--- src/timer_pkg.sv ---
// Package with register map, field layout and mode decode constants for the timer control block
package timer_pkg;

  // ----------------------------------------------------------------
  // Register map (printed offsets not multiples of four: index * 4)
  // ----------------------------------------------------------------
  localparam logic [7:0] IDX_CONTROL_A = 8'h80;
  localparam logic [7:0] IDX_CONTROL_B = 8'h81;
  localparam logic [7:0] IDX_COUNTER = 8'h84;
  localparam logic [7:0] IDX_CAPTURE = 8'h86;
  localparam logic [7:0] IDX_COMPARE_A = 8'h88;
  localparam logic [7:0] IDX_STATUS = 8'h8C;
  localparam logic [11:0] ADDR_CONTROL_A = {2'h0, IDX_CONTROL_A, 2'h0};
  localparam logic [11:0] ADDR_CONTROL_B = {2'h0, IDX_CONTROL_B, 2'h0};
  localparam logic [11:0] ADDR_COUNTER = {2'h0, IDX_COUNTER, 2'h0};
  localparam logic [11:0] ADDR_CAPTURE = {2'h0, IDX_CAPTURE, 2'h0};
  localparam logic [11:0] ADDR_COMPARE_A = {2'h0, IDX_COMPARE_A, 2'h0};
  localparam logic [11:0] ADDR_STATUS = {2'h0, IDX_STATUS, 2'h0};

  // ----------------------------------------------------------------
  // Field positions and reset values
  // ----------------------------------------------------------------
  localparam int FILTER_BIT = 7;
  localparam int EDGE_BIT = 6;
  localparam int MODE_HI_MSB = 4;
  localparam int MODE_HI_LSB = 3;
  localparam int CLKSEL_MSB = 2;
  localparam int STAT_OVF_BIT = 0;
  localparam int STAT_CAP_BIT = 1;
  localparam logic [7:0] CONTROL_RESET = 8'h00;
  localparam logic [7:0] CONTROL_B_MASK = 8'hDF;
  localparam logic [15:0] COUNT_RESET = 16'h0000;
  localparam int FILTER_SAMPLES = 4;

  // ----------------------------------------------------------------
  // Fixed TOP values and prescaler taps
  // ----------------------------------------------------------------
  localparam logic [15:0] TOP_8BIT = 16'h00FF;
  localparam logic [15:0] TOP_9BIT = 16'h01FF;
  localparam logic [15:0] TOP_10BIT = 16'h03FF;
  localparam logic [15:0] TOP_MAX = 16'hFFFF;
  localparam logic [15:0] BOTTOM = 16'h0000;
  localparam logic [9:0] DIV8_MASK = 10'h007;
  localparam logic [9:0] DIV64_MASK = 10'h03F;
  localparam logic [9:0] DIV256_MASK = 10'h0FF;
  localparam logic [9:0] DIV1024_MASK = 10'h3FF;

  typedef enum logic [1:0] {
    SCHEME_NORMAL = 2'b00,
    SCHEME_CLEAR = 2'b01,
    SCHEME_FAST = 2'b10,
    SCHEME_DUAL = 2'b11
  } scheme_t;

  typedef enum logic [1:0] {
    TOPSRC_FIXED = 2'b00,
    TOPSRC_CAPTURE = 2'b01,
    TOPSRC_COMPARE = 2'b10
  } top_src_t;

  typedef enum logic [1:0] {
    POINT_IMMEDIATE = 2'b00,
    POINT_TOP = 2'b01,
    POINT_BOTTOM = 2'b10,
    POINT_MAX = 2'b11
  } point_t;

  typedef struct packed {
    scheme_t scheme;
    top_src_t topSrc;
    logic [15:0] fixedTop;
    point_t updateAt;
    point_t overflowAt;
  } mode_decode_t;

  typedef struct packed {
    logic [11:0] paddr;
    logic psel;
    logic penable;
    logic pwrite;
    logic [31:0] pwdata;
  } apb_req_t;

  typedef struct packed {
    logic [31:0] prdata;
    logic pready;
    logic pslverr;
  } apb_rsp_t;

endpackage
--- src/capture_filter.sv ---
// Capture pin conditioner: synchroniser, four-sample filter and edge detect
`timescale 1ns/100ps
module capture_filter (
  input wire logic clk,
  input wire logic rst_b,
  input wire logic pinIn,
  input wire logic filterEn,
  input wire logic edgeRising,
  output logic trigger
);
  import timer_pkg::*;

  logic sync1_q;
  logic sync2_q;
  logic [FILTER_SAMPLES-2:0] hist_q;
  logic [FILTER_SAMPLES-1:0] window;
  logic filt_q;
  logic level;
  logic prev_q;

  // Reset to the idle low pin level, so release makes no false edge
  always_ff @(posedge clk) begin
    if (!rst_b) begin
      sync1_q <= 1'b0;
      sync2_q <= 1'b0;
    end else begin
      sync1_q <= pinIn;
      sync2_q <= sync1_q;
    end
  end

  // Three stored samples plus the live one, so the delay is exactly four
  assign window = {hist_q, sync2_q};

  always_ff @(posedge clk) begin
    if (!rst_b) begin
      hist_q <= '0;
      filt_q <= 1'b0;
    end else begin
      hist_q <= window[FILTER_SAMPLES-2:0];
      if (&window)
        filt_q <= 1'b1;
      else if (~|window)
        filt_q <= 1'b0;
    end
  end

  assign level = filterEn ? filt_q : sync2_q;

  always_ff @(posedge clk) begin
    if (!rst_b)
      prev_q <= 1'b0;
    else
      prev_q <= level;
  end

  // Zero picks falling, one picks rising
  assign trigger = edgeRising ? (level & ~prev_q) : (~level & prev_q);

  a_filter_needs_four: assert property (@(posedge clk) disable iff (!rst_b)
    $changed(filt_q) |-> $past(window) == {FILTER_SAMPLES{filt_q}})
    else $error("filter output changed without stable samples");

endmodule

--- src/timer16_ctrl.sv ---
// 16-bit timer control: mode decode, counting, capture path, clock select, APB registers
//
// Chosen here: the APB register port.
`timescale 1ns/100ps
module timer16_ctrl (
  input wire logic clk,
  input wire logic rst_b,
  input wire timer_pkg::apb_req_t apbReq,
  output timer_pkg::apb_rsp_t apbRsp,
  input wire logic capturePin,
  input wire logic externalClockPin,
  output logic overflowFlag,
  output logic captureFlag
);
  import timer_pkg::*;

  // ----------------------------------------------------------------
  // Registers and decode
  // ----------------------------------------------------------------
  logic [7:0] ctrlA_q;
  logic [7:0] ctrlB_q;
  logic [15:0] count_q;
  logic [15:0] capReg_q;
  logic [15:0] cmpA_q;
  logic [15:0] cmpABuf_q;
  logic downCount_q;
  logic ovf_q;
  logic cap_q;
  logic [3:0] waveformMode;
  mode_decode_t dec;
  logic wrEn;
  logic setupPhase;
  logic [15:0] topVal;
  logic tick;
  logic capTrig;
  logic atTop;
  logic atBottom;
  logic doUpdate;

  assign setupPhase = apbReq.psel & ~apbReq.penable;
  assign wrEn = apbReq.psel & apbReq.penable & apbReq.pwrite & apbRsp.pready;
  assign waveformMode = {ctrlB_q[MODE_HI_MSB:MODE_HI_LSB], ctrlA_q[1:0]};

  always_comb begin
    dec = '{SCHEME_NORMAL, TOPSRC_FIXED, TOP_MAX, POINT_IMMEDIATE, POINT_MAX};
    case (waveformMode)
      4'h0: dec = '{SCHEME_NORMAL, TOPSRC_FIXED, TOP_MAX, POINT_IMMEDIATE, POINT_MAX};
      4'h1: dec = '{SCHEME_DUAL, TOPSRC_FIXED, TOP_8BIT, POINT_TOP, POINT_BOTTOM};
      4'h2: dec = '{SCHEME_DUAL, TOPSRC_FIXED, TOP_9BIT, POINT_TOP, POINT_BOTTOM};
      4'h3: dec = '{SCHEME_DUAL, TOPSRC_FIXED, TOP_10BIT, POINT_TOP, POINT_BOTTOM};
      4'h4: dec = '{SCHEME_CLEAR, TOPSRC_COMPARE, TOP_MAX, POINT_IMMEDIATE, POINT_MAX};
      4'h5: dec = '{SCHEME_FAST, TOPSRC_FIXED, TOP_8BIT, POINT_BOTTOM, POINT_TOP};
      4'h6: dec = '{SCHEME_FAST, TOPSRC_FIXED, TOP_9BIT, POINT_BOTTOM, POINT_TOP};
      4'h7: dec = '{SCHEME_FAST, TOPSRC_FIXED, TOP_10BIT, POINT_BOTTOM, POINT_TOP};
      4'h8: dec = '{SCHEME_DUAL, TOPSRC_CAPTURE, TOP_MAX, POINT_BOTTOM, POINT_BOTTOM};
      4'h9: dec = '{SCHEME_DUAL, TOPSRC_COMPARE, TOP_MAX, POINT_BOTTOM, POINT_BOTTOM};
      4'hA: dec = '{SCHEME_DUAL, TOPSRC_CAPTURE, TOP_MAX, POINT_TOP, POINT_BOTTOM};
      4'hB: dec = '{SCHEME_DUAL, TOPSRC_COMPARE, TOP_MAX, POINT_TOP, POINT_BOTTOM};
      4'hC: dec = '{SCHEME_CLEAR, TOPSRC_CAPTURE, TOP_MAX, POINT_IMMEDIATE, POINT_MAX};
      4'hE: dec = '{SCHEME_FAST, TOPSRC_CAPTURE, TOP_MAX, POINT_BOTTOM, POINT_TOP};
      4'hF: dec = '{SCHEME_FAST, TOPSRC_COMPARE, TOP_MAX, POINT_BOTTOM, POINT_TOP};
      // Reserved encoding behaves as normal count so the counter stays bounded
      default: dec = '{SCHEME_NORMAL, TOPSRC_FIXED, TOP_MAX, POINT_IMMEDIATE, POINT_MAX};
    endcase
  end

  always_comb begin
    case (dec.topSrc)
      TOPSRC_CAPTURE: topVal = capReg_q;
      TOPSRC_COMPARE: topVal = cmpA_q;
      default: topVal = dec.fixedTop;
    endcase
  end

  // ----------------------------------------------------------------
  // Clock select and prescaler
  // ----------------------------------------------------------------
  logic [9:0] pre_q;
  logic ext1_q;
  logic ext2_q;
  logic extPrev_q;
  logic extRise;
  logic extFall;

  always_ff @(posedge clk) begin
    if (!rst_b)
      pre_q <= 10'h000;
    else
      pre_q <= pre_q + 10'h001;
  end

  always_ff @(posedge clk) begin
    if (!rst_b) begin
      ext1_q <= 1'b0;
      ext2_q <= 1'b0;
      extPrev_q <= 1'b0;
    end else begin
      ext1_q <= externalClockPin;
      ext2_q <= ext1_q;
      extPrev_q <= ext2_q;
    end
  end

  assign extRise = ext2_q & ~extPrev_q;
  assign extFall = ~ext2_q & extPrev_q;

  always_comb begin
    case (ctrlB_q[CLKSEL_MSB:0])
      3'h0: tick = 1'b0;
      3'h1: tick = 1'b1;
      3'h2: tick = (pre_q & DIV8_MASK) == DIV8_MASK;
      3'h3: tick = (pre_q & DIV64_MASK) == DIV64_MASK;
      3'h4: tick = (pre_q & DIV256_MASK) == DIV256_MASK;
      3'h5: tick = pre_q == DIV1024_MASK;
      3'h6: tick = extFall;
      3'h7: tick = extRise;
      default: tick = 1'b0;
    endcase
  end

  // ----------------------------------------------------------------
  // Counter, compare double buffer, flags
  // ----------------------------------------------------------------
  assign atTop = count_q == topVal;
  assign atBottom = count_q == BOTTOM;

  always_ff @(posedge clk) begin
    if (!rst_b) begin
      count_q <= COUNT_RESET;
      downCount_q <= 1'b0;
    end else if (wrEn && apbReq.paddr == ADDR_COUNTER) begin
      count_q <= apbReq.pwdata[15:0];
    end else if (tick) begin
      case (dec.scheme)
        SCHEME_CLEAR, SCHEME_FAST: count_q <= atTop ? BOTTOM : count_q + 16'h0001;
        SCHEME_DUAL: begin
          if (atTop && !downCount_q) begin
            downCount_q <= 1'b1;
            count_q <= count_q - 16'h0001;
          end else if (atBottom && downCount_q) begin
            downCount_q <= 1'b0;
            count_q <= count_q + 16'h0001;
          end else if (downCount_q) begin
            count_q <= count_q - 16'h0001;
          end else begin
            count_q <= count_q + 16'h0001;
          end
        end
        default: count_q <= count_q + 16'h0001;
      endcase
    end
  end

  always_comb begin
    case (dec.updateAt)
      POINT_TOP: doUpdate = tick & atTop;
      POINT_BOTTOM: doUpdate = tick & atBottom;
      default: doUpdate = 1'b1;
    endcase
  end

  // Buffered compare value; immediate modes copy every cycle
  always_ff @(posedge clk) begin
    if (!rst_b) begin
      cmpABuf_q <= COUNT_RESET;
      cmpA_q <= COUNT_RESET;
    end else begin
      if (wrEn && apbReq.paddr == ADDR_COMPARE_A)
        cmpABuf_q <= apbReq.pwdata[15:0];
      if (doUpdate)
        cmpA_q <= cmpABuf_q;
    end
  end

  logic ovfEvent;
  always_comb begin
    case (dec.overflowAt)
      POINT_TOP: ovfEvent = tick & atTop;
      POINT_BOTTOM: ovfEvent = tick & atBottom & downCount_q;
      POINT_MAX: ovfEvent = tick & (count_q == TOP_MAX);
      default: ovfEvent = 1'b0;
    endcase
  end

  // ----------------------------------------------------------------
  // Capture path
  // ----------------------------------------------------------------
  logic capRaw;
  capture_filter u_filter (
    .clk(clk),
    .rst_b(rst_b),
    .pinIn(capturePin),
    .filterEn(ctrlB_q[FILTER_BIT]),
    .edgeRising(ctrlB_q[EDGE_BIT]),
    .trigger(capRaw)
  );

  assign capTrig = capRaw & (dec.topSrc != TOPSRC_CAPTURE);

  always_ff @(posedge clk) begin
    if (!rst_b)
      capReg_q <= COUNT_RESET;
    else if (capTrig)
      capReg_q <= count_q;
    else if (wrEn && apbReq.paddr == ADDR_CAPTURE)
      capReg_q <= apbReq.pwdata[15:0];
  end

  // Write-one-to-clear; a same-cycle event wins over the clear
  always_ff @(posedge clk) begin
    if (!rst_b) begin
      ovf_q <= 1'b0;
      cap_q <= 1'b0;
    end else begin
      if (ovfEvent)
        ovf_q <= 1'b1;
      else if (wrEn && apbReq.paddr == ADDR_STATUS && apbReq.pwdata[STAT_OVF_BIT])
        ovf_q <= 1'b0;
      if (capTrig)
        cap_q <= 1'b1;
      else if (wrEn && apbReq.paddr == ADDR_STATUS && apbReq.pwdata[STAT_CAP_BIT])
        cap_q <= 1'b0;
    end
  end

  assign overflowFlag = ovf_q;
  assign captureFlag = cap_q;

  // ----------------------------------------------------------------
  // APB slave
  // ----------------------------------------------------------------
  always_ff @(posedge clk) begin
    if (!rst_b) begin
      ctrlA_q <= CONTROL_RESET;
      ctrlB_q <= CONTROL_RESET;
    end else if (wrEn) begin
      if (apbReq.paddr == ADDR_CONTROL_A)
        ctrlA_q <= apbReq.pwdata[7:0];
      if (apbReq.paddr == ADDR_CONTROL_B)
        ctrlB_q <= apbReq.pwdata[7:0] & CONTROL_B_MASK;
    end
  end

  logic [31:0] rdata;
  logic mapped;
  always_comb begin
    rdata = 32'h0000_0000;
    mapped = 1'b1;
    case (apbReq.paddr)
      ADDR_CONTROL_A: rdata = {24'h000000, ctrlA_q};
      ADDR_CONTROL_B: rdata = {24'h000000, ctrlB_q};
      ADDR_COUNTER: rdata = {16'h0000, count_q};
      ADDR_CAPTURE: rdata = {16'h0000, capReg_q};
      ADDR_COMPARE_A: rdata = {16'h0000, cmpABuf_q};
      ADDR_STATUS: rdata = {30'h0, cap_q, ovf_q};
      default: mapped = 1'b0;
    endcase
  end

  // Answer registered in setup: no wait state, but read data is one cycle old
  always_ff @(posedge clk) begin
    if (!rst_b) begin
      apbRsp <= '0;
    end else begin
      apbRsp.pready <= setupPhase;
      apbRsp.pslverr <= setupPhase & ~mapped;
      apbRsp.prdata <= (setupPhase & ~apbReq.pwrite) ? rdata : 32'h0000_0000;
    end
  end

  // ----------------------------------------------------------------
  // Checks
  // ----------------------------------------------------------------
  a_stop_no_count: assert property (@(posedge clk) disable iff (!rst_b)
    (ctrlB_q[CLKSEL_MSB:0] == 3'h0 && !wrEn) |=> $stable(count_q))
    else $error("counter moved with clock removed");
  a_bit5_zero: assert property (@(posedge clk) disable iff (!rst_b)
    ctrlB_q[5] == 1'b0)
    else $error("control B bit 5 set");
  a_capture_copies: assert property (@(posedge clk) disable iff (!rst_b)
    capTrig |=> cap_q && capReg_q == $past(count_q))
    else $error("capture did not copy counter");
  a_capture_blocked: assert property (@(posedge clk) disable iff (!rst_b)
    (dec.topSrc == TOPSRC_CAPTURE && !wrEn) |=> $stable(capReg_q) && !$rose(cap_q))
    else $error("capture while capture register is TOP");
  a_fast_wraps: assert property (@(posedge clk) disable iff (!rst_b)
    (dec.scheme == SCHEME_FAST && tick && atTop && !wrEn) |=> count_q == BOTTOM)
    else $error("fast mode did not wrap at TOP");
  a_dual_turns: assert property (@(posedge clk) disable iff (!rst_b)
    (dec.scheme == SCHEME_DUAL && tick && atTop && !downCount_q && !atBottom && !wrEn)
      |=> downCount_q)
    else $error("dual slope did not turn at TOP");
  a_dual_ovf: assert property (@(posedge clk) disable iff (!rst_b)
    (dec.overflowAt == POINT_BOTTOM && tick && atBottom && downCount_q) |=> ovf_q)
    else $error("overflow flag missing at BOTTOM");
  a_load_at_top: assert property (@(posedge clk) disable iff (!rst_b)
    (dec.updateAt == POINT_TOP && !(tick && atTop)) |=> cmpA_q == $past(cmpA_q))
    else $error("compare A loaded away from TOP");
  a_max_ovf: assert property (@(posedge clk) disable iff (!rst_b)
    (waveformMode == 4'h0 && tick && count_q == TOP_MAX) |=> ovf_q)
    else $error("overflow flag missing at MAX");
  a_div1_ticks: assert property (@(posedge clk) disable iff (!rst_b)
    (ctrlB_q[CLKSEL_MSB:0] == 3'h1 && dec.scheme == SCHEME_NORMAL && !wrEn)
      |=> count_q == $past(count_q) + 16'h0001)
    else $error("undivided clock missed a tick");

endmodule

--- config.mk ---
export PLATFORM = sky130hd
export DESIGN_NAME = timer16_ctrl
export DESIGN_NICKNAME = d
export VERILOG_FILES = /design/src/timer_pkg.sv /design/src/capture_filter.sv /design/src/timer16_ctrl.sv
export SDC_FILE = /design/constraint.sdc
export NUM_CORES = 1
export LEC_CHECK = 0
export BUFFER_PORTS_ARGS = -buffer_cell sky130_fd_sc_hd__buf_2
export CELL_PAD_IN_SITES_DETAIL_PLACEMENT = 0
export CELL_PAD_IN_SITES_GLOBAL_PLACEMENT = 1
export CORE_MARGIN = 2
export CORE_UTILIZATION = 43
export CTS_CLUSTER_SIZE = 10
export DETAILED_ROUTE_END_ITERATION = 8
export GPL_TIMING_DRIVEN = 0
export PLACE_DENSITY_LB_ADDON = 0.2
export SLEW_MARGIN = 40
export SYNTH_ARGS = -nofsm -noshare
export SYNTH_HDL_FRONTEND = slang
export SYNTH_SLANG_ARGS = --single-unit
--- constraint.sdc ---
create_clock -name clk -period 4.3 [get_ports clk]
set_clock_uncertainty 0.1 [all_clocks]
set_input_delay 1.29 -clock clk [delete_from_list [all_inputs] [get_ports clk]]
set_output_delay 1.29 -clock clk [all_outputs]
set_load 0.005 [all_outputs]
==> run metrics, run 1 <==
post-route minimum period=about 4 ns; Slew HR=0.463; Avg Synthesized Cell Area=7.45 um^2; Inst Count DP=about 1,200; GP Congestion=between 0.9 and 1; synthesized area=around 0.0069 mm^2; Post-synth top cells=nand2_1 (123), dfxtp_1 (120), a21oi_1 (93); top_reg_cell synth=dfxtp_1; total power per unit cell area=between 300 and 400 mW/mm^2; CTS sink cnt=120; Initial Util=0.438; Post-synth EDFFs=0; Iteration-0 DRC Markers=about 860; Die Area=around 0.017 mm^2; TritonCTS clock tree=built; footprint of the multi-input gates=0.00410 mm^2; layout cells sized above 1=0.137; Crit. End Element=flip-flop; critical path class=input pin to flip-flop; sequential-to-total area share from yosys stat=0.347; initial antenna violation count=0; Fill cells=around 1,600; first-pass GRT wire length=between 30,000 and 40,000 um; Layout Cells excl Fill=between 1,000 and 1,500; gr usage total=0.301; post-synthesis cell type count=74; Hold WC Path Type=flip-flop to flip-flop; Synth-to-Final Area Change=18.0%; Setup-failing EPs final=0; vias=between 7,000 and 8,000; largest net degree at the start of global routing=17; total wire length=roughly 25,000 um; top cell type's share of synthesized area=0.347; Die Span X=131 um; WL/cell=between 15 and 20 um; Ys Warns=0; root cell of the clock tree=clkbuf_16; worst skew pair latency=approximately 0.42 ns; Overflow after GRT=0; CTS buffer count=17; Max-cap violations=0; Core Area=roughly 0.016 mm^2; vias in the first global route=approximately 7,000; Final Max Slew Viols=0; crit path launch type=input pin; setup_tns=0 ns; fraction of registers with async set or reset after synthesis=0; run status=finished, final reports clean; First-pass DRT Iterations=6; Total Power Consumption=0.00273 W; maximum fanout along the worst path=10; setup ws final=about 0.3 ns; Leak=between 2 and 3 nW; Detailed Place HPWL=between 15,000 and 20,000 um; I/O pins=87; Peak Freq=~0.25 GHz; Remaining DRCs=0; RSZ-0062 raised after global routing=false; worst endpoint required time=roughly 4.5 ns; Hold WS=approximately 0.34 ns; die height=131 um; Diodes inserted=0; Final Hold Fails=0; clock transition at the registers of the reported paths=~0.06 ns; Synth area leader=dfxtp_1; sequential cell area=0.00240 mm^2; top-count cell post-synth=nand2_1; CTS H-tree lvls=4; fin nets=roughly 1,100; number of synthesized register bits=120; Tightest Pin Transition=0.806 ns; Peak VDD IR=between 200 and 300 uV; Placement Rows=46; port bufs=52; Syn Inst Count=about 930; Critical Path AT=4.23 ns; Area contributors post-synth=dfxtp_1 (35%), a21oi_1 (6.7%), nand2_1 (6.7%); post-placement worst setup slack=-0.293 ns; DR vias/cell=5.83; CTS Buffer Depth=2; antenna viol nets, final=0; fin crit share=0.930
worst paths after layout:
| check | start | endpoint | slack (ns) | depth (start not counted) |
|---|---|---|---|---|
| setup / recovery | apbReq[43] | count_q[12] | 0.30 | 12 |
| hold / removal | u_filter.sync1_q | u_filter.sync2_q | 0.34 | 1 |
| setup reg to reg | ctrlA_q[0] | count_q[11] | 0.31 | 16 |
| hold reg to reg | u_filter.sync1_q | u_filter.sync2_q | 0.34 | 1 |
state kept, by name (all words and copies together) (netlist names):
name,flops
downCount_q,1
apbRsp,18
capReg_q,16
extPrev_q,1
ext1_q,1
u_filter.filt_q,1
u_filter.hist_q,3
overflowFlag,1
u_filter.sync1_q,1
ext2_q,1
pre_q,10
cmpABuf_q,16
ctrlB_q,7
u_filter.sync2_q,1
ctrlA_q,8
captureFlag,1
u_filter.prev_q,1
count_q,16
cmpA_q,16
cell type report:
cell class | instances | area share
multi-input cells | 706 | 0.501
flip-flops and latches | 120 | 0.294
clock buffers | 18 | 0.0537
plain buffers | 91 | 0.0526
well taps | 216 | 0.0331
repair buffers | 53 | 0.0328
clock inverters | 14 | 0.0197
inverters | 28 | 0.0129
critical path: stages:
cell       delay, ns
buf_2           0.10
nor4b_1         0.28
nand2_1         0.17
or3_1           0.41
nor2_2          0.46
and2_0          0.20
clkbuf_1        0.25
clkbuf_1        0.49
nor3_1          0.11
o21ai_1         0.10
o2111ai_1       0.13
a31oi_1         0.23
cells by family after synthesis:
family | Yosys count | synth area share
muxes | 13 | 0.0193
and+or+nand+nor | 387 | 0.267
other | 1 | 0.000541
xor gates and xnor gates | 18 | 0.0228
buffers and inverters | 119 | 0.0773
DFF | 120 | 0.347
adders and majority gates | 16 | 0.0289
AOI/OAI and AO/OA | 255 | 0.237
cells in the final DEF, fill, tap and decap left out, types with 14 or more instances in the layout:
cell / n
a21oi_1: 93
a222oi_1: 14
and2_1: 15
buf_2: 60
buf_4: 18
clkbuf_1: 63
clkbuf_16: 17
conb_1: 16
dfxtp_1: 120
ha_1: 16
inv_1: 27
nand2_1: 123
nand3_1: 59
nor2_1: 76
nor3_1: 36
o21ai_0: 49
or3_1: 14
report_power, final:
| group | switching (W) | internal [W] | leakage, nW |
|---|---|---|---|
| clock | 0.000583 | 0.000884 | 0.291 |
| combinational | 0.0000891 | 0.0000437 | 1.70 |
| sequential | 0.00000674 | 0.00112 | 0.969 |
| total | 0.000679 | 0.00205 | 2.96 |
layer usage:
metal	part of all wire	track usage
met5	0	0
met3	0.073	0.0554
met2	0.46	0.487
met1	0.44	0.402
met4	0.030	0.108
per-stage QoR:
| stage | cell area, um^2 | utilization |
|---|---|---|
| finish | 8180 | 0.517 |
| global route | 8180 | 0.517 |
| CTS | 8120 | 0.513 |
| detailed placement | 7520 | 0.475 |
| global placement | 7510 | 0.475 |
| floorplan | 6980 | - |
what timing repair did:
item                       CTS  global route
resized for setup            0             6
setup endpoints to repair    0            15
buffers inserted             0             1
hold buffers                 0             0
(Power assumes the default switching activity.)
==> run 2, diff against run 1 <==
--- a/config.mk
+++ b/config.mk
@@ -12,8 +12,8 @@
 export CORE_UTILIZATION = 43
 export CTS_CLUSTER_SIZE = 10
 export DETAILED_ROUTE_END_ITERATION = 8
-export GPL_TIMING_DRIVEN = 0
 export PLACE_DENSITY_LB_ADDON = 0.2
+export SETUP_SLACK_MARGIN = 0.02
 export SLEW_MARGIN = 40
 export SYNTH_ARGS = -nofsm -noshare
 export SYNTH_HDL_FRONTEND = slang
==> constraint.sdc (replaced) <==
create_clock -name clk -period 4 [get_ports clk]
set_clock_uncertainty 0.1 [all_clocks]
set_input_delay 1.2 -clock clk [delete_from_list [all_inputs] [get_ports clk]]
set_output_delay 1.2 -clock clk [all_outputs]
set_load 0.005 [all_outputs]
==> run metrics, run 2 (same netlist as run 1, synthesis figures left out) <==
Placement Rows=46; Crit. End Element=flip-flop; critical path class=flip-flop to flip-flop; first-pass GRT wire length=roughly 34,000 um; CP peak stage delay=0.45 ns; antenna viol nets, final=0; Remaining DRCs=0; fin crit share=0.912; Diodes inserted=0; Detailed Place HPWL=14,900 um; worst path bufs/invs=3; setup ws final=0.351 ns; GP Congestion=around 0.95; Critical Path AT=between 3 and 4 ns; Core Area=about 0.016 mm^2; Peak VDD IR=325 uV; Hold WC Path Type=flip-flop to flip-flop; Peak Freq=0.274 GHz; reg-to-reg endpoint=count_q[9]; Reg power frac=0.416; Overflow after GRT=0; net load switching power=roughly 0.00074 W; grt met1 use=0.356; fin nets=about 1,000; TritonCTS clock tree=built; Iteration-0 DRC Markers=approximately 700; Hold EP=u_filter.sync2_q; Fill cells=approximately 1,600; GR Layer Usage met3=0.0436; Sw Share=0.253; Gate power share=0.038; clock transition at the registers of the reported paths=~0.070 ns; post-placement worst setup slack=0.155 ns; Slew HR=0.543; Leak=2.99 nW; most common cell after layout, fill and taps aside=nand2_1; worst skew pair latency=between 0.4 and 0.5 ns; CTS Buffer Depth=2; worst hold stages=1; worst endpoint required time=about 4.3 ns; Final Max Slew Viols=0; First-pass DRT Iterations=7; Tightest Pin Transition=0.684 ns; Die Span X=approximately 130 um; hold_sp=u_filter.sync1_q; reg2reg start=ctrlA_q[0]; gr usage total=0.257; Final Hold Fails=0; total power per unit cell area=361 mW/mm^2; number of flip-flops in the largest register=18; design internal power=0.00219 W; I/O pins=a little under 90; Die Area=0.0171 mm^2; vias in the first global route=roughly 6,100; worst-path cell chain=inv_1, ha_1, nand2_4, o22ai_2, a221oi_1, xnor2_1, nor4_2, o2111ai_1, buf_4, o21a_2, buf_4, o22ai_1, a211oi_1, nor3_1; Biggest register=apbRsp; Clock Power Share=0.546; run status=finished, final reports clean; commonest cells after routing, fill and taps aside=nand2_1 (123), dfxtp_1 (120), a21oi_1 (92); CP top delay family=compound AO/OA/AOI/OAI gates; initial antenna violation count=0; Top Usage Layer GRT=met2; RSZ-0062 raised after global routing=false; root cell of the clock tree=clkbuf_16; Initial Util=0.438; post-route minimum period=3.65 ns; Setup-failing EPs final=0; CTS H-tree lvls=4; largest net degree at the start of global routing=36; GR met2 Demand/Resource=0.408; crit path launch type=flip-flop; port bufs=54; WL/cell=between 15 and 20 um; DR vias/cell=5.74; CTS Hold Buffers Added=0; die height=approximately 130 um; total wire length=21,500 um; setup_tns=0 ns; layout cells sized above 1=0.164; Synth-to-Final Area Change=17.0%; vias=6,895; CTS buffer count=17; worst r2r path cells=14; slowest cell on the critical path=dfxtp_1; R2R Setup Slk=approximately 0.35 ns; cell repeated most along the worst path=buf_4; CTS sink cnt=120; maximum fanout along the worst path=11; Max-cap violations=0
-- run 2: cell types whose count changed in the layout (fill, tap and decap cells not counted), moves of 2 or more --
cell	delta
clkbuf_1	-63
inv_8	+3
buf_2	-6
a21oi_2	+2
buf_4	+26
clkinvlp_4	-2
buf_6	-2
-- run 2: worst max path at each step --
stage                          start     endpoint  slack [ns]  depth (start not counted)
after floorplan           apbReq[43]  count_q[10]        0.53                         11
after global placement    ctrlA_q[0]   count_q[9]        0.17                         14
after detailed placement  ctrlA_q[0]   count_q[9]        0.15                         14
after CTS                 ctrlA_q[0]   count_q[9]        0.12                         14
after global routing      ctrlA_q[0]   count_q[9]        0.06                         15
final                     ctrlA_q[0]   count_q[9]        0.35                         14
-- run 2: metal layers --
metal	vias up	share of wire
met3	41	0.063
li1	3404	-
met2	262	0.45
met1	3188	0.46
met5	-	0
met4	0	0.024
-- run 2: power by group through the flow --
stage	combinational (W)	clock, W	sequential, W
floorplan	0.0000745	0	0.00124
CTS	0.000111	0.00162	0.00122
finish	0.000111	0.00160	0.00122
global route	0.000124	0.00167	0.00122
global placement	0.000111	0	0.00124
detailed placement	0.000110	0	0.00124
-- run 2: what timing repair did --
action	CTS	global route
gates resized for setup	0	7
setup buffers	0	6
setup endpoints to repair	0	31
-- run 2: layout make-up --
class	instances	area [um^2]	share of cell area
clock inverters	15	180	0.0222
clock buffers	17	425	0.0525
flip-flops and latches	120	2400	0.297
inverters	28	105	0.0130
well taps	216	270	0.0334
multi-input cells	707	4120	0.508
repair buffers	98	601	0.0741
-- run 2: metrics by stage --
step / power, W / area (um^2) / hold WS [ns] / instances / util
after floorplan: 0.00131 / 6980 / 0.312 / 944 / -
after global placement: 0.00135 / 7390 / 0.316 / 1161 / 0.467
after detailed placement: 0.00135 / 7390 / 0.326 / 1161 / 0.467
after CTS: 0.00295 / 8000 / 0.343 / 1193 / 0.505
after global routing: 0.00301 / 8100 / 0.374 / 1201 / 0.512
final: 0.00293 / 8100 / 0.338 / 1201 / 0.512
==> run 3, diff against run 2 <==
--- a/config.mk
+++ b/config.mk
@@ -10,10 +10,11 @@
 export CELL_PAD_IN_SITES_GLOBAL_PLACEMENT = 1
 export CORE_MARGIN = 2
 export CORE_UTILIZATION = 43
+export CTS_CLUSTER_DIAMETER = 60
 export CTS_CLUSTER_SIZE = 10
 export DETAILED_ROUTE_END_ITERATION = 8
 export PLACE_DENSITY_LB_ADDON = 0.2
-export SETUP_SLACK_MARGIN = 0.02
+export SETUP_SLACK_MARGIN = 0.5
 export SLEW_MARGIN = 40
 export SYNTH_ARGS = -nofsm -noshare
 export SYNTH_HDL_FRONTEND = slang
==> run metrics, run 3 (same netlist as run 1, synthesis figures left out) <==
GP Congestion=between 0.9 and 1; largest net degree at the start of global routing=36; Biggest register=apbRsp; Setup-failing EPs final=0; Crit. End Element=flip-flop; DR vias/cell=5.69; WL/cell=18.0 um; TritonCTS clock tree=built; gr usage total=0.259; total wire length=around 22,000 um; number of flip-flops in the largest register=18; Die Area=around 0.017 mm^2; crit path launch type=flip-flop; die height=about 130 um; Final Hold Fails=0; I/O pins=87; Diodes inserted=0; Leak=around 3.1 nW; Slew HR=0.531; post-route minimum period=3.37 ns; vias=6,875; vias in the first global route=6,168; Remaining DRCs=0; CTS buffer count=17; CTS Buffer Depth=2; commonest cells after routing, fill and taps aside=nand2_1 (122), dfxtp_1 (117), a21oi_1 (92); Initial Util=0.438; Iteration-0 DRC Markers=618; RSZ-0062 raised after global routing=false; Detailed Place HPWL=around 15,000 um; fin crit share=0.841; CTS sink cnt=120; clock transition at the registers of the reported paths=approximately 0.07 ns; Synth-to-Final Area Change=19.8%; antenna viol nets, final=0; layout cells sized above 1=0.184; Hold WC Path Type=flip-flop to flip-flop; run status=finished, final reports clean; most common cell after layout, fill and taps aside=nand2_1; First-pass DRT Iterations=8; CTS H-tree lvls=4; initial antenna violation count=0; worst-path cell chain=ha_4, and2b_4, o22ai_4, buf_4, a21oi_2, a311o_1, nor4_2, o2111ai_2, buf_6, o211ai_1, a21oi_1, a2111oi_2, nor3_1; CP peak stage delay=0.41 ns; worst endpoint required time=roughly 4.2 ns; worst skew pair latency=~0.43 ns; Critical Path AT=between 3 and 4 ns; critical path class=flip-flop to flip-flop; maximum fanout along the worst path=6; Fill cells=1,582; fin nets=between 1,000 and 1,500; Core Area=0.0158 mm^2; Final Max Slew Viols=0; setup_tns=0 ns; total power per unit cell area=354 mW/mm^2; design area=roughly 0.0083 mm^2; placed cell areas=roughly 0.0074 mm^2; root cell of the clock tree=clkbuf_16; slowest cell on the critical path=a2111oi_2; Peak VDD IR=~330 uV; first-pass GRT wire length=around 34,000 um; port bufs=between 50 and 60; Max-cap violations=0; Peak Freq=between 0.2 and 0.3 GHz; Overflow after GRT=0; Die Span X=about 130 um; Tightest Pin Transition=0.702 ns; Placement Rows=46
-- run 3: cell count changes in the layout (fill, tap and decap cells not counted), moves of 2 or more --
cell and delta:
buf_12 +2, a221oi_1 -2, buf_6 +2, ha_1 -2, ha_4 +2, a221oi_2 +2
inv_1 -2, inv_4 +2, dfxtp_4 +2, buf_4 +3, dfxtp_1 -3
-- run 3: path summary, 6_finish.rpt --
| path | start | end | slack (ns) | cells past startpoint |
|---|---|---|---|---|
| max | ctrlA_q[0] | count_q[9] | 0.63 | 13 |
| min | u_filter.sync1_q | u_filter.sync2_q | 0.34 | 1 |
| max reg2reg | ctrlA_q[0] | count_q[9] | 0.63 | 13 |
| min reg2reg | u_filter.sync1_q | u_filter.sync2_q | 0.34 | 1 |
-- run 3: power by group --
group | internal (W) | switching [W] | total [W]
clock | 0.000945 | 0.000660 | 0.00160
combinational | 0.0000383 | 0.0000741 | 0.000112
sequential | 0.00120 | 0.0000124 | 0.00122
-- run 3: timing repair --
| action | 4_1_cts | 5_1_grt |
|---|---|---|
| buffers inserted | 3 | 10 |
| resized for setup | 5 | 30 |
| cloned | 1 | 1 |
| hold buffers | 0 | 0 |
| pin swaps | 2 | 12 |
| endpoints found under the setup margin | 32 | 33 |
-- run 3: per-layer routing --
| layer | wire length, um | vias to the layer above | track usage |
|---|---|---|---|
| met1 | 10200 | 3214 | 0.358 |
| met5 | 0 | - | 0 |
| met4 | 543 | 0 | 0.0957 |
| li1 | - | 3418 | - |
| met3 | 1090 | 33 | 0.0452 |
| met2 | 9880 | 210 | 0.406 |
-- run 3: critical path: cells and delay by family (launching register included) --
family	cells	cell delay [ns]
AO/OA/AOI/OAI	7	1.70
adder cells (fa/ha/maj)	1	0.13
buffers and inverters	2	0.36
flip-flops	1	0.39
AND/OR/NAND/NOR	3	0.57
-- run 3: area by class of cell --
| cell class | instances | area, um^2 | area share |
|---|---|---|---|
| Inverter | 28 | 110 | 0.0133 |
| Sequential cell | 120 | 2410 | 0.291 |
| Tap cell | 216 | 270 | 0.0326 |
| Timing Repair Buffer | 106 | 697 | 0.0840 |
| Clock inverter | 15 | 180 | 0.0217 |
| Clock buffer | 17 | 425 | 0.0513 |
| Multi-Input combinational cell | 706 | 4200 | 0.507 |
-- run 3: metrics by stage --
step	worst slack, ns	util	std cells	power [W]	hold slack [ns]
after floorplan	0.528	-	944	0.00131	0.312
after global placement	0.171	0.467	1161	0.00135	0.316
after detailed placement	0.155	0.467	1161	0.00135	0.326
after CTS	0.481	0.510	1197	0.00295	0.343
after global routing	0.426	0.524	1208	0.00301	0.374
final	0.634	0.524	1208	0.00293	0.337
